--- config.mk ---
export PLATFORM = sky130hd
export DESIGN_NAME = add_instruction_microsequencer
export DESIGN_NICKNAME = d
export VERILOG_FILES = /design/src/shared/add_seq_pkg.sv /design/src/hw/add_instruction_microsequencer.sv
export SDC_FILE = /design/constraint.sdc
export NUM_CORES = 1
export LEC_CHECK = 0
export BUFFER_PORTS_ARGS = -buffer_cell sky130_fd_sc_hd__buf_2
export CAP_MARGIN = 25
export CORE_ASPECT_RATIO = 1.2
export CORE_UTILIZATION = 65
export DETAILED_ROUTE_END_ITERATION = 16
export HOLD_SLACK_MARGIN = 0.05
export PLACE_DENSITY = 0.82
export REMOVE_ABC_BUFFERS = 1
export SETUP_SLACK_MARGIN = 0.02
export SYNTH_ARGS = -nofsm -noshare
export SYNTH_HDL_FRONTEND = slang
export SYNTH_SLANG_ARGS = --single-unit
--- constraint.sdc ---
create_clock -name sys_clk -period 9.15 [get_ports sys_clk]
set_input_delay 1.3725 -clock sys_clk [delete_from_list [all_inputs] [get_ports sys_clk]]
set_output_delay 1.3725 -clock sys_clk [all_outputs]
set_load 0.1 [all_outputs]
--- src/shared/add_seq_pkg.sv ---
package add_seq_pkg;

  // ---------------------------------------------------------------
  // Widths
  // ---------------------------------------------------------------
  localparam int WORD_W   = 16;
  localparam int REG_AW   = 4;
  localparam int OP_W     = 8;

  // ---------------------------------------------------------------
  // Instruction field positions (opcode in the high byte)
  // ---------------------------------------------------------------
  localparam int OP_MSB   = 15;
  localparam int OP_LSB   = 8;
  localparam int F1_MSB   = 7;
  localparam int F1_LSB   = 4;
  localparam int F2_MSB   = 3;
  localparam int F2_LSB   = 0;

  // ---------------------------------------------------------------
  // Opcodes
  // ---------------------------------------------------------------
  localparam logic [7:0] OP_ADD_RR  = 8'h01;
  localparam logic [7:0] OP_ADD_RM  = 8'h02;
  localparam logic [7:0] OP_ADD_MM  = 8'h03;
  localparam logic [7:0] OP_ADD_RS  = 8'h04;
  localparam logic [7:0] OP_ADD_RX  = 8'h05;
  localparam logic [7:0] OP_ADD_RMI = 8'h06;

  // ---------------------------------------------------------------
  // Register used as program counter, reset values
  // ---------------------------------------------------------------
  localparam logic [3:0]  PC_REG_IDX = 4'hF;
  localparam logic [15:0] PC_RESET   = 16'h0000;
  localparam logic [15:0] ZERO_WORD  = 16'h0000;

  // Microsteps
  typedef enum logic [4:0] {
    S_FETCH0, S_FETCH1, S_DECODE,
    S_RR_EX,
    S_RM_ADDR, S_RM_ADD,
    S_MM_ADDR2, S_MM_LDQ, S_MM_ADDR1, S_MM_ADDQ, S_MM_WR,
    S_RS_EX,
    S_RX_PC, S_RX_IDX, S_RX_ADD,
    S_RMI_ADDR, S_RMI_ADD1, S_RMI_PC, S_RMI_ADD2,
    S_ILLEGAL
  } step_t;

endpackage

--- src/hw/add_instruction_microsequencer.sv ---
`timescale 1ns/1ns
`default_nettype none
module add_instruction_microsequencer #(
  parameter int NREGS = 16
) (
  input  wire logic        sys_clk,
  input  wire logic        srst,
  input  wire logic [15:0] mem_rd_data,
  output logic [15:0]      memory_address_latch,
  output logic             mem_rd,
  output logic             mem_wr,
  output logic [15:0]      mem_wr_data,
  output logic             mem_wr_oe,
  output logic [15:0]      instruction_holding_latch,
  output logic [4:0]       pipeline_step,
  output logic             illegal_opcode,
  output logic [15:0]      program_counter
);

  // ---------------------------------------------------------------
  // State
  // ---------------------------------------------------------------
  add_seq_pkg::step_t step_q;
  add_seq_pkg::step_t step_d;
  logic [15:0] regs_q [NREGS];
  logic [15:0] hold_q;
  logic [15:0] mal_q;
  logic [15:0] ir_q;
  logic        illegal_q;

  // ---------------------------------------------------------------
  // Field decode
  // ---------------------------------------------------------------
  wire [7:0]  op_f   = ir_q[add_seq_pkg::OP_MSB:add_seq_pkg::OP_LSB];
  wire [3:0]  first_register_field  = ir_q[add_seq_pkg::F1_MSB:add_seq_pkg::F1_LSB];
  wire [3:0]  second_register_field = ir_q[add_seq_pkg::F2_MSB:add_seq_pkg::F2_LSB];
  wire [3:0]  first_index_field     = first_register_field;
  wire [3:0]  second_index_field    = second_register_field;
  wire [15:0] short_imm = {12'h000, second_register_field};
  wire [15:0] r1_val    = regs_q[first_register_field];
  wire [15:0] r2_val    = regs_q[second_register_field];
  wire [15:0] pc_val    = regs_q[add_seq_pkg::PC_REG_IDX];
  wire [15:0] x1_val    = regs_q[first_index_field];
  wire [15:0] x2_val    = regs_q[second_index_field];

  // Memory sits on the microcycle clock and answers in the step that reads
  // it, so its data feeds the datapath directly; a two-flop stage here would
  // hand every read step the word from two addresses back
  wire [15:0] mem_in = mem_rd_data;

  // ---------------------------------------------------------------
  // Step decode
  // ---------------------------------------------------------------
  // Fetch routine, shared by every instruction
  wire st_fetch0   = (step_q == add_seq_pkg::S_FETCH0);
  wire st_fetch1   = (step_q == add_seq_pkg::S_FETCH1);
  wire st_decode   = (step_q == add_seq_pkg::S_DECODE);
  // Single-step routines
  wire st_rr_ex    = (step_q == add_seq_pkg::S_RR_EX);
  wire st_rs_ex    = (step_q == add_seq_pkg::S_RS_EX);
  // Register-to-memory-reference
  wire st_rm_addr  = (step_q == add_seq_pkg::S_RM_ADDR);
  wire st_rm_add   = (step_q == add_seq_pkg::S_RM_ADD);
  // Memory-to-memory
  wire st_mm_addr2 = (step_q == add_seq_pkg::S_MM_ADDR2);
  wire st_mm_ldq   = (step_q == add_seq_pkg::S_MM_LDQ);
  wire st_mm_addr1 = (step_q == add_seq_pkg::S_MM_ADDR1);
  wire st_mm_addq  = (step_q == add_seq_pkg::S_MM_ADDQ);
  wire st_mm_wr    = (step_q == add_seq_pkg::S_MM_WR);
  // Register-to-indexed-memory
  wire st_rx_pc    = (step_q == add_seq_pkg::S_RX_PC);
  wire st_rx_idx   = (step_q == add_seq_pkg::S_RX_IDX);
  wire st_rx_add   = (step_q == add_seq_pkg::S_RX_ADD);
  // Register-to-memory-immediate
  wire st_rmi_addr = (step_q == add_seq_pkg::S_RMI_ADDR);
  wire st_rmi_add1 = (step_q == add_seq_pkg::S_RMI_ADD1);
  wire st_rmi_pc   = (step_q == add_seq_pkg::S_RMI_PC);
  wire st_rmi_add2 = (step_q == add_seq_pkg::S_RMI_ADD2);

  // ---------------------------------------------------------------
  // Mapping lookup and sequencing
  // ---------------------------------------------------------------
  // Opcode map; unknown opcodes park in an illegal step then refetch
  add_seq_pkg::step_t map_start;
  always_comb begin
    if (op_f == add_seq_pkg::OP_ADD_RR) begin
      map_start = add_seq_pkg::S_RR_EX;
    end else if (op_f == add_seq_pkg::OP_ADD_RM) begin
      map_start = add_seq_pkg::S_RM_ADDR;
    end else if (op_f == add_seq_pkg::OP_ADD_MM) begin
      map_start = add_seq_pkg::S_MM_ADDR2;
    end else if (op_f == add_seq_pkg::OP_ADD_RS) begin
      map_start = add_seq_pkg::S_RS_EX;
    end else if (op_f == add_seq_pkg::OP_ADD_RX) begin
      map_start = add_seq_pkg::S_RX_PC;
    end else if (op_f == add_seq_pkg::OP_ADD_RMI) begin
      map_start = add_seq_pkg::S_RMI_ADDR;
    end else begin
      map_start = add_seq_pkg::S_ILLEGAL;
    end
  end

  // Next step: each routine ends by returning to fetch
  always_comb begin
    case (step_q)
      // Fetch routine: counter out, instruction in, then the map
      add_seq_pkg::S_FETCH0: begin
        step_d = add_seq_pkg::S_FETCH1;
      end
      add_seq_pkg::S_FETCH1: begin
        step_d = add_seq_pkg::S_DECODE;
      end
      add_seq_pkg::S_DECODE: begin
        step_d = map_start;
      end
      // Register-to-memory-reference: address, then add
      add_seq_pkg::S_RM_ADDR: begin
        step_d = add_seq_pkg::S_RM_ADD;
      end
      // Memory-to-memory: two operand fetches, then write-back
      add_seq_pkg::S_MM_ADDR2: begin
        step_d = add_seq_pkg::S_MM_LDQ;
      end
      add_seq_pkg::S_MM_LDQ: begin
        step_d = add_seq_pkg::S_MM_ADDR1;
      end
      add_seq_pkg::S_MM_ADDR1: begin
        step_d = add_seq_pkg::S_MM_ADDQ;
      end
      add_seq_pkg::S_MM_ADDQ: begin
        step_d = add_seq_pkg::S_MM_WR;
      end
      // Register-to-indexed-memory: second word, address sum, add
      add_seq_pkg::S_RX_PC: begin
        step_d = add_seq_pkg::S_RX_IDX;
      end
      add_seq_pkg::S_RX_IDX: begin
        step_d = add_seq_pkg::S_RX_ADD;
      end
      // Register-to-memory-immediate: indexed add, then data word add
      add_seq_pkg::S_RMI_ADDR: begin
        step_d = add_seq_pkg::S_RMI_ADD1;
      end
      add_seq_pkg::S_RMI_ADD1: begin
        step_d = add_seq_pkg::S_RMI_PC;
      end
      add_seq_pkg::S_RMI_PC: begin
        step_d = add_seq_pkg::S_RMI_ADD2;
      end
      // Last steps and the illegal step all go back to fetch
      // so a bad opcode costs one cycle and never hangs the machine
      default: begin
        step_d = add_seq_pkg::S_FETCH0;
      end
    endcase
  end

  // ---------------------------------------------------------------
  // Datapath controls
  // ---------------------------------------------------------------
  // Address latch source: direct register data or the ALU result
  wire mal_from_db  = st_fetch0
                   || st_rm_addr
                   || st_mm_addr2
                   || st_mm_addr1
                   || st_rx_pc
                   || st_rmi_addr
                   || st_rmi_pc;
  wire mal_from_alu = st_rx_idx;
  // The counter is bumped in every step that sends it to the latch
  wire pc_inc       = st_fetch0
                   || st_rx_pc
                   || st_rmi_pc;
  wire r1_mem_add   = st_rm_add
                   || st_rx_add
                   || st_rmi_add1
                   || st_rmi_add2;
  wire rd_step      = st_fetch1
                   || r1_mem_add
                   || st_mm_ldq
                   || st_mm_addq
                   || st_rx_idx;
  wire wr_step      = st_mm_wr;

  // Direct register data for address steps
  logic [15:0] db_val;
  always_comb begin
    case (step_q)
      // Index register chosen by the second field
      add_seq_pkg::S_RM_ADDR, add_seq_pkg::S_MM_ADDR2,
      add_seq_pkg::S_RMI_ADDR: begin
        db_val = x2_val;
      end
      // Index register chosen by the first field
      add_seq_pkg::S_MM_ADDR1: begin
        db_val = x1_val;
      end
      // Counter for the fetch and second-word steps
      default: begin
        db_val = pc_val;
      end
    endcase
  end

  // ALU adder: one operand pair per step
  logic [15:0] alu_a;
  logic [15:0] alu_b;
  always_comb begin
    case (step_q)
      // Register-to-register: both operands from the field registers
      add_seq_pkg::S_RR_EX: begin
        alu_a = r1_val;
        alu_b = r2_val;
      end
      // Short immediate: the second field, zero-filled
      add_seq_pkg::S_RS_EX: begin
        alu_a = r1_val;
        alu_b = short_imm;
      end
      // Second memory operand is summed into the holding register
      add_seq_pkg::S_MM_ADDQ: begin
        alu_a = hold_q;
        alu_b = mem_in;
      end
      // Holding register passes through unchanged for the write-back
      add_seq_pkg::S_MM_WR: begin
        alu_a = hold_q;
        alu_b = add_seq_pkg::ZERO_WORD;
      end
      // Indexed address: index register plus the second instruction word
      add_seq_pkg::S_RX_IDX: begin
        alu_a = x2_val;
        alu_b = mem_in;
      end
      // Every other step adds the memory word into the first register
      default: begin
        alu_a = r1_val;
        alu_b = mem_in;
      end
    endcase
  end
  wire [15:0] alu_y = 16'(alu_a + alu_b);
  // First register is written by every add that lands in a register
  wire        r1_we = r1_mem_add
                   || st_rr_ex
                   || st_rs_ex;

  // ---------------------------------------------------------------
  // Register array; the counter is an ordinary entry
  // ---------------------------------------------------------------
  // R1 write wins over a counter bump only if R1 is the counter itself;
  // no step does both today, so the order only matters for new routines
  for (genvar i = 0; i < NREGS; i++) begin : g_reg
    always_ff @(posedge sys_clk) begin
      if (srst) begin
        regs_q[i] <= add_seq_pkg::ZERO_WORD;
      end else if (r1_we && (first_register_field == 4'(i))) begin
        regs_q[i] <= alu_y;
      end else if (pc_inc && (add_seq_pkg::PC_REG_IDX == 4'(i))) begin
        regs_q[i] <= 16'(pc_val + 16'h0001);
      end
    end
  end

  // ---------------------------------------------------------------
  // Sequencer and latches
  // ---------------------------------------------------------------
  always_ff @(posedge sys_clk) begin
    if (srst) begin
      step_q <= add_seq_pkg::S_FETCH0;
    end else begin
      step_q <= step_d;
    end
  end

  // Address latch: loaded from register data or the ALU, else it holds,
  // which is what lets the write-back reuse the first index address
  wire [15:0] mal_d = mal_from_db  ? db_val
                    : mal_from_alu ? alu_y
                    : mal_q;
  always_ff @(posedge sys_clk) begin
    if (srst) begin
      mal_q <= add_seq_pkg::ZERO_WORD;
    end else begin
      mal_q <= mal_d;
    end
  end

  // Instruction latch: loaded only in the fetch read step,
  // so second instruction words never disturb the decoded fields
  wire [15:0] ir_d = st_fetch1 ? mem_in : ir_q;
  always_ff @(posedge sys_clk) begin
    if (srst) begin
      ir_q <= add_seq_pkg::ZERO_WORD;
    end else begin
      ir_q <= ir_d;
    end
  end

  // Holding register: first operand in, then the running sum;
  // it also feeds the memory write data
  wire [15:0] hold_d = st_mm_ldq  ? mem_in
                     : st_mm_addq ? alu_y
                     : hold_q;
  always_ff @(posedge sys_clk) begin
    if (srst) begin
      hold_q <= add_seq_pkg::ZERO_WORD;
    end else begin
      hold_q <= hold_d;
    end
  end

  // Unknown opcode flag: refreshed at every decode, so it reports
  // only the latest instruction and clears itself on a good one
  wire illegal_d = st_decode ? (map_start == add_seq_pkg::S_ILLEGAL) : illegal_q;
  always_ff @(posedge sys_clk) begin
    if (srst) begin
      illegal_q <= 1'b0;
    end else begin
      illegal_q <= illegal_d;
    end
  end

  // ---------------------------------------------------------------
  // Outputs
  // ---------------------------------------------------------------
  // Write data reflects the holding register so it is stable in the write step
  assign memory_address_latch      = mal_q;
  // Strobes follow the step register with no extra delay
  assign mem_rd                    = rd_step;
  assign mem_wr                    = wr_step;
  // The bus driver is enabled only in the write step
  assign mem_wr_oe                 = wr_step;
  assign mem_wr_data               = hold_q;
  // Status for the surrounding control unit
  assign instruction_holding_latch = ir_q;
  assign pipeline_step             = step_q;
  assign illegal_opcode            = illegal_q;
  assign program_counter           = pc_val;

endmodule // add_instruction_microsequencer
`default_nettype wire

==> results.txt <==
* Largest clock skew in the final design: around 0.014 ns
- Hold buffer count at cts: 0
- TritonCTS buffer count: 31
- Compared with the post-synthesis result, the final layout area differs by 11.2%.
- Routability-driven placement finished with a final weighted congestion of roughly 1.
- Total count of hold-check failures in the final report: 0
* Number of enable-type register cells in the synthesized netlist: around 260
- IO buf count: 90
- A synthesized cell averages around 12 um^2.
- Cell at the root of the clock tree: sky130_fd_sc_hd__clkbuf_16
* Die H: 180 um
- Part of the total power dissipated in the clock network: a little over a quarter
* Category of the critical setup timing path: reg2reg
* Main area contributors after synthesis: sky130_fd_sc_hd__edfxtp_1 (45%), sky130_fd_sc_hd__mux4_2 (21%), sky130_fd_sc_hd__dfxtp_1 (7.2%)
- Data on the critical path arrives at its endpoint at around 6.5 ns.
- The number of antenna violations at the first check in global routing was 0.
* Insertion delay to the later sink of the worst-skew pair: around 0.6 ns
- Most area-hungry cell type in the Yosys netlist: sky130_fd_sc_hd__edfxtp_1
- For the final routed database, the setup TNS stands at 0 ns.
* Boundary pin count: a little over 90
- The first detailed-routing pass took 6 iterations.
- The count of pins over their slew limit came to 0.
- In this run the horizontal extent of the chip is between 150 and 200 um.
- Crit start category: flip-flop
* Dpl cells: between 1500 and 2000
* CP peak stage delay: approximately 0.93 ns
* Seq cells post-synth: 318
* Core area: 25800 um^2
* Number of violations of the max-capacitance limit: 0
- Cell depth of the worst hold path: 2
- Area enclosed by the die boundary: about 27000 um^2
* Vias in the first global route: roughly 14000
- Count of cells resized by post-cts repair: 0
- The first global-routing pass estimated between 80 and 90 mm of wire.
- The top cell types in the final layout, fill and taps aside, are sky130_fd_sc_hd__nor2_1 (277), sky130_fd_sc_hd__edfxtp_1 (256), sky130_fd_sc_hd__mux4_2 (159), sky130_fd_sc_hd__nand2_1 (118), sky130_fd_sc_hd__buf_2 (90).
- Synthesized netlist cell count: roughly 1400
- VDD sags by at most approximately 0.00021 V.
* Kind of cell with the highest combined delay on the critical path: compound AO/OA/AOI/OAI gates
- Setup repair after global routing missed its margin: no
- Netlist cell types: between 60 and 70
- In this run, the number of DRC markers left after iteration 0 of detailed routing was approximately 2500.
- Switching fraction of total power: about two fifths
- Timing-limited maximum frequency: 0.162 GHz
- DRC violation count after routing: 0
- In the synthesized netlist the async set-or-reset flop fraction comes to 0%.
* Detailed placement HPWL: around 35 mm
- Clock net sink count: 318
* Portion of total power attributed to sequential cells: 38.0%
- CTS built an H-tree with a depth of 1.
* Slowest cell on the critical path: sky130_fd_sc_hd__dfxtp_2
- Shortest period the worst path allows: approximately 6 ns
- Post-CTS clock slew at the launch and capture registers of the worst setup and hold paths: around 0.07 ns
* Proportion of synthesized chip area in sequential cells: about 52%
- In the final routed layout, each cell accounts on average for between 30 and 40 um.
- After detailed routing, the number of vias per cell comes to between 7 and 8.
- In the global route stage, overall resource usage came out at 44.6%.
* Nets: roughly 1500
* Type of element capturing the critical path: flip-flop
- Outcome: finished clean
- Pwr dens: about 250 nW/um^2
* Total overflow reported by the global router: 0
* Proportion of layout cells with a drive suffix above 1: between 20% and 30%
- The repair_antennas step left the layout with diodes totalling 0.
- Total of warnings raised by yosys: 0
- Together, buffers and inverters on the worst path number 2.
- NetSw: between 1.5 and 2 mW
* Cells traversed along the worst timing path: buf_4 > mux4_2 > mux4_2 > a222oi_1 > inv_1 > ha_1 > a211oi_1 > o21ai_0 > a31oi_1 > o21ai_0 > a31oi_1 > o2bb2ai_1 > xor2_2 > o22ai_1
- R2R cell count: 14
* Non-filler instance count after layout: about 1800
* CTS tree: done
* Starting Density: between 60% and 70%
- Stages on the worst setup path: 14
- After layout, the worst path uses between 60% and 70% of the clock period.
- At the pin with the least slew margin, the transition time is ~1.2 ns.
- Internal: 2.83 mW
- No sink is reached through more buffers than the 3 on the longest clock path.
* Worst EP required: between 9 and 10 ns
- Row cnt: 64
- In this run the remaining antenna-violating nets after routing total 0.
- In this run the tightest slew margin relative to its limit is about 17%.
* Most used flip-flop cell after synthesis: sky130_fd_sc_hd__edfxtp_1
- Final setup vio count: 0
* Via count: roughly 14000
* Number of buffers inserted by post-CTS setup repair: 0
* Share of total power in combinational logic: a little over a third
- Total wire length after detailed routing: just under 60 mm
- Max FO, Critical Path: 31
- The synthesized netlist occupies a cell area of between 15000 and 20000 um^2.
- Static leakage: between 6 and 7 nW
* Most common cell after layout, fill and taps aside: sky130_fd_sc_hd__nor2_1
- The top cell type by area accounts for 44.5% of the synthesized area.
* Pin count of the biggest net entering global routing: 65
- The tightest min-delay check is of the reg2reg type.
-- stage by stage --
step	power, mW	hold slack [ns]	util (%)	instance area [um^2]	setup slack, ns
floorplan	2.91	0.893	-	16800	1.79
global placement	3.39	0.455	70.0	18100	3.32
detailed placement	3.44	0.461	70.1	18100	3.13
CTS	4.67	0.470	73.8	19000	3.11
global route	4.87	0.507	74.4	19200	2.52
finish	4.76	0.468	74.4	19200	2.99
-- worst min-delay path: stages (launching register included) --
cell and delay (ns):
sky130_fd_sc_hd__dfxtp_1 0.32, sky130_fd_sc_hd__nand2_1 0.05, sky130_fd_sc_hd__a21oi_1 0.05
-- per-layer routing --
metal	up-vias	track usage (%)	wire [um]
met1	6640	54.9	17900
li1	5466	-	-
met2	1457	66.8	26900
met4	0	30.4	4980
met3	431	14.8	9110
met5	-	0	0
-- synth_stat cells (all sizes together), types with 3 or more instances --
master / count
and3: 7
xor2: 18
mux2i: 4
edfxtp: 256
nand4: 5
nand2: 118
nand3: 16
a221o: 9
o22ai: 17
a211oi: 6
a222oi: 4
o21ai: 25
o211ai: 5
a2111oi: 10
or3: 3
o21a: 12
buf: 31
nor3: 41
a31oi: 9
a21oi: 59
nand2b: 13
xnor2: 8
nand3b: 3
inv: 16
ha: 16
clkbuf: 85
a221oi: 9
mux4: 159
nor2b: 5
a22oi: 30
nor2: 288
a22o: 12
dfxtp: 62
or2: 5
a311oi: 3
-- layout make-up --
type                            count  area (um^2)
Tap cell                          330          413
Fill cell                        1623         6600
Timing Repair Buffer              143          952
Clock buffer                       43          871
Inverter                           17         63.8
Multi-Input combinational cell    943         7860
Sequential cell                   318         8940
Clock inverter                     12         93.8
-- state kept, by name, summed over array words and instances, names as in the netlist, named ones only --
register	count
illegal_opcode	1
instruction_holding_latch	16
mem_wr_data	16
memory_address_latch	16
pipeline_step	5
regs_q	256
-- logic make-up after synthesis --
group	Yosys count	synth area share (%)
buffers and inverters	133	3.11
DFF	318	51.7
and+or+nand+nor	515	12.7
xor gates and xnor gates	26	1.36
adders and majority gates	17	1.28
AOI/OAI and AO/OA	222	8.87
muxes	163	21.0
-- power by group through the flow --
stage / registers, mW / clock network (mW) / logic [mW]
global placement: 1.82 / 0 / 1.57
global route: 1.82 / 1.30 / 1.75
CTS: 1.80 / 1.24 / 1.63
floorplan: 2.13 / 0 / 0.781
finish: 1.81 / 1.26 / 1.69
detailed placement: 1.83 / 0 / 1.61
-- final timing paths --
path / start / end / slack (ns)
worst max-delay path: flip-flop / regs_q[15][15] / 2.99
worst min-delay path: instruction_holding_latch[12] / instruction_holding_latch[12] / 0.47
worst max register to register: flip-flop / regs_q[15][15] / 2.99
worst min register to register: instruction_holding_latch[12] / instruction_holding_latch[12] / 0.47
Power figures use the tool's default switching activity.
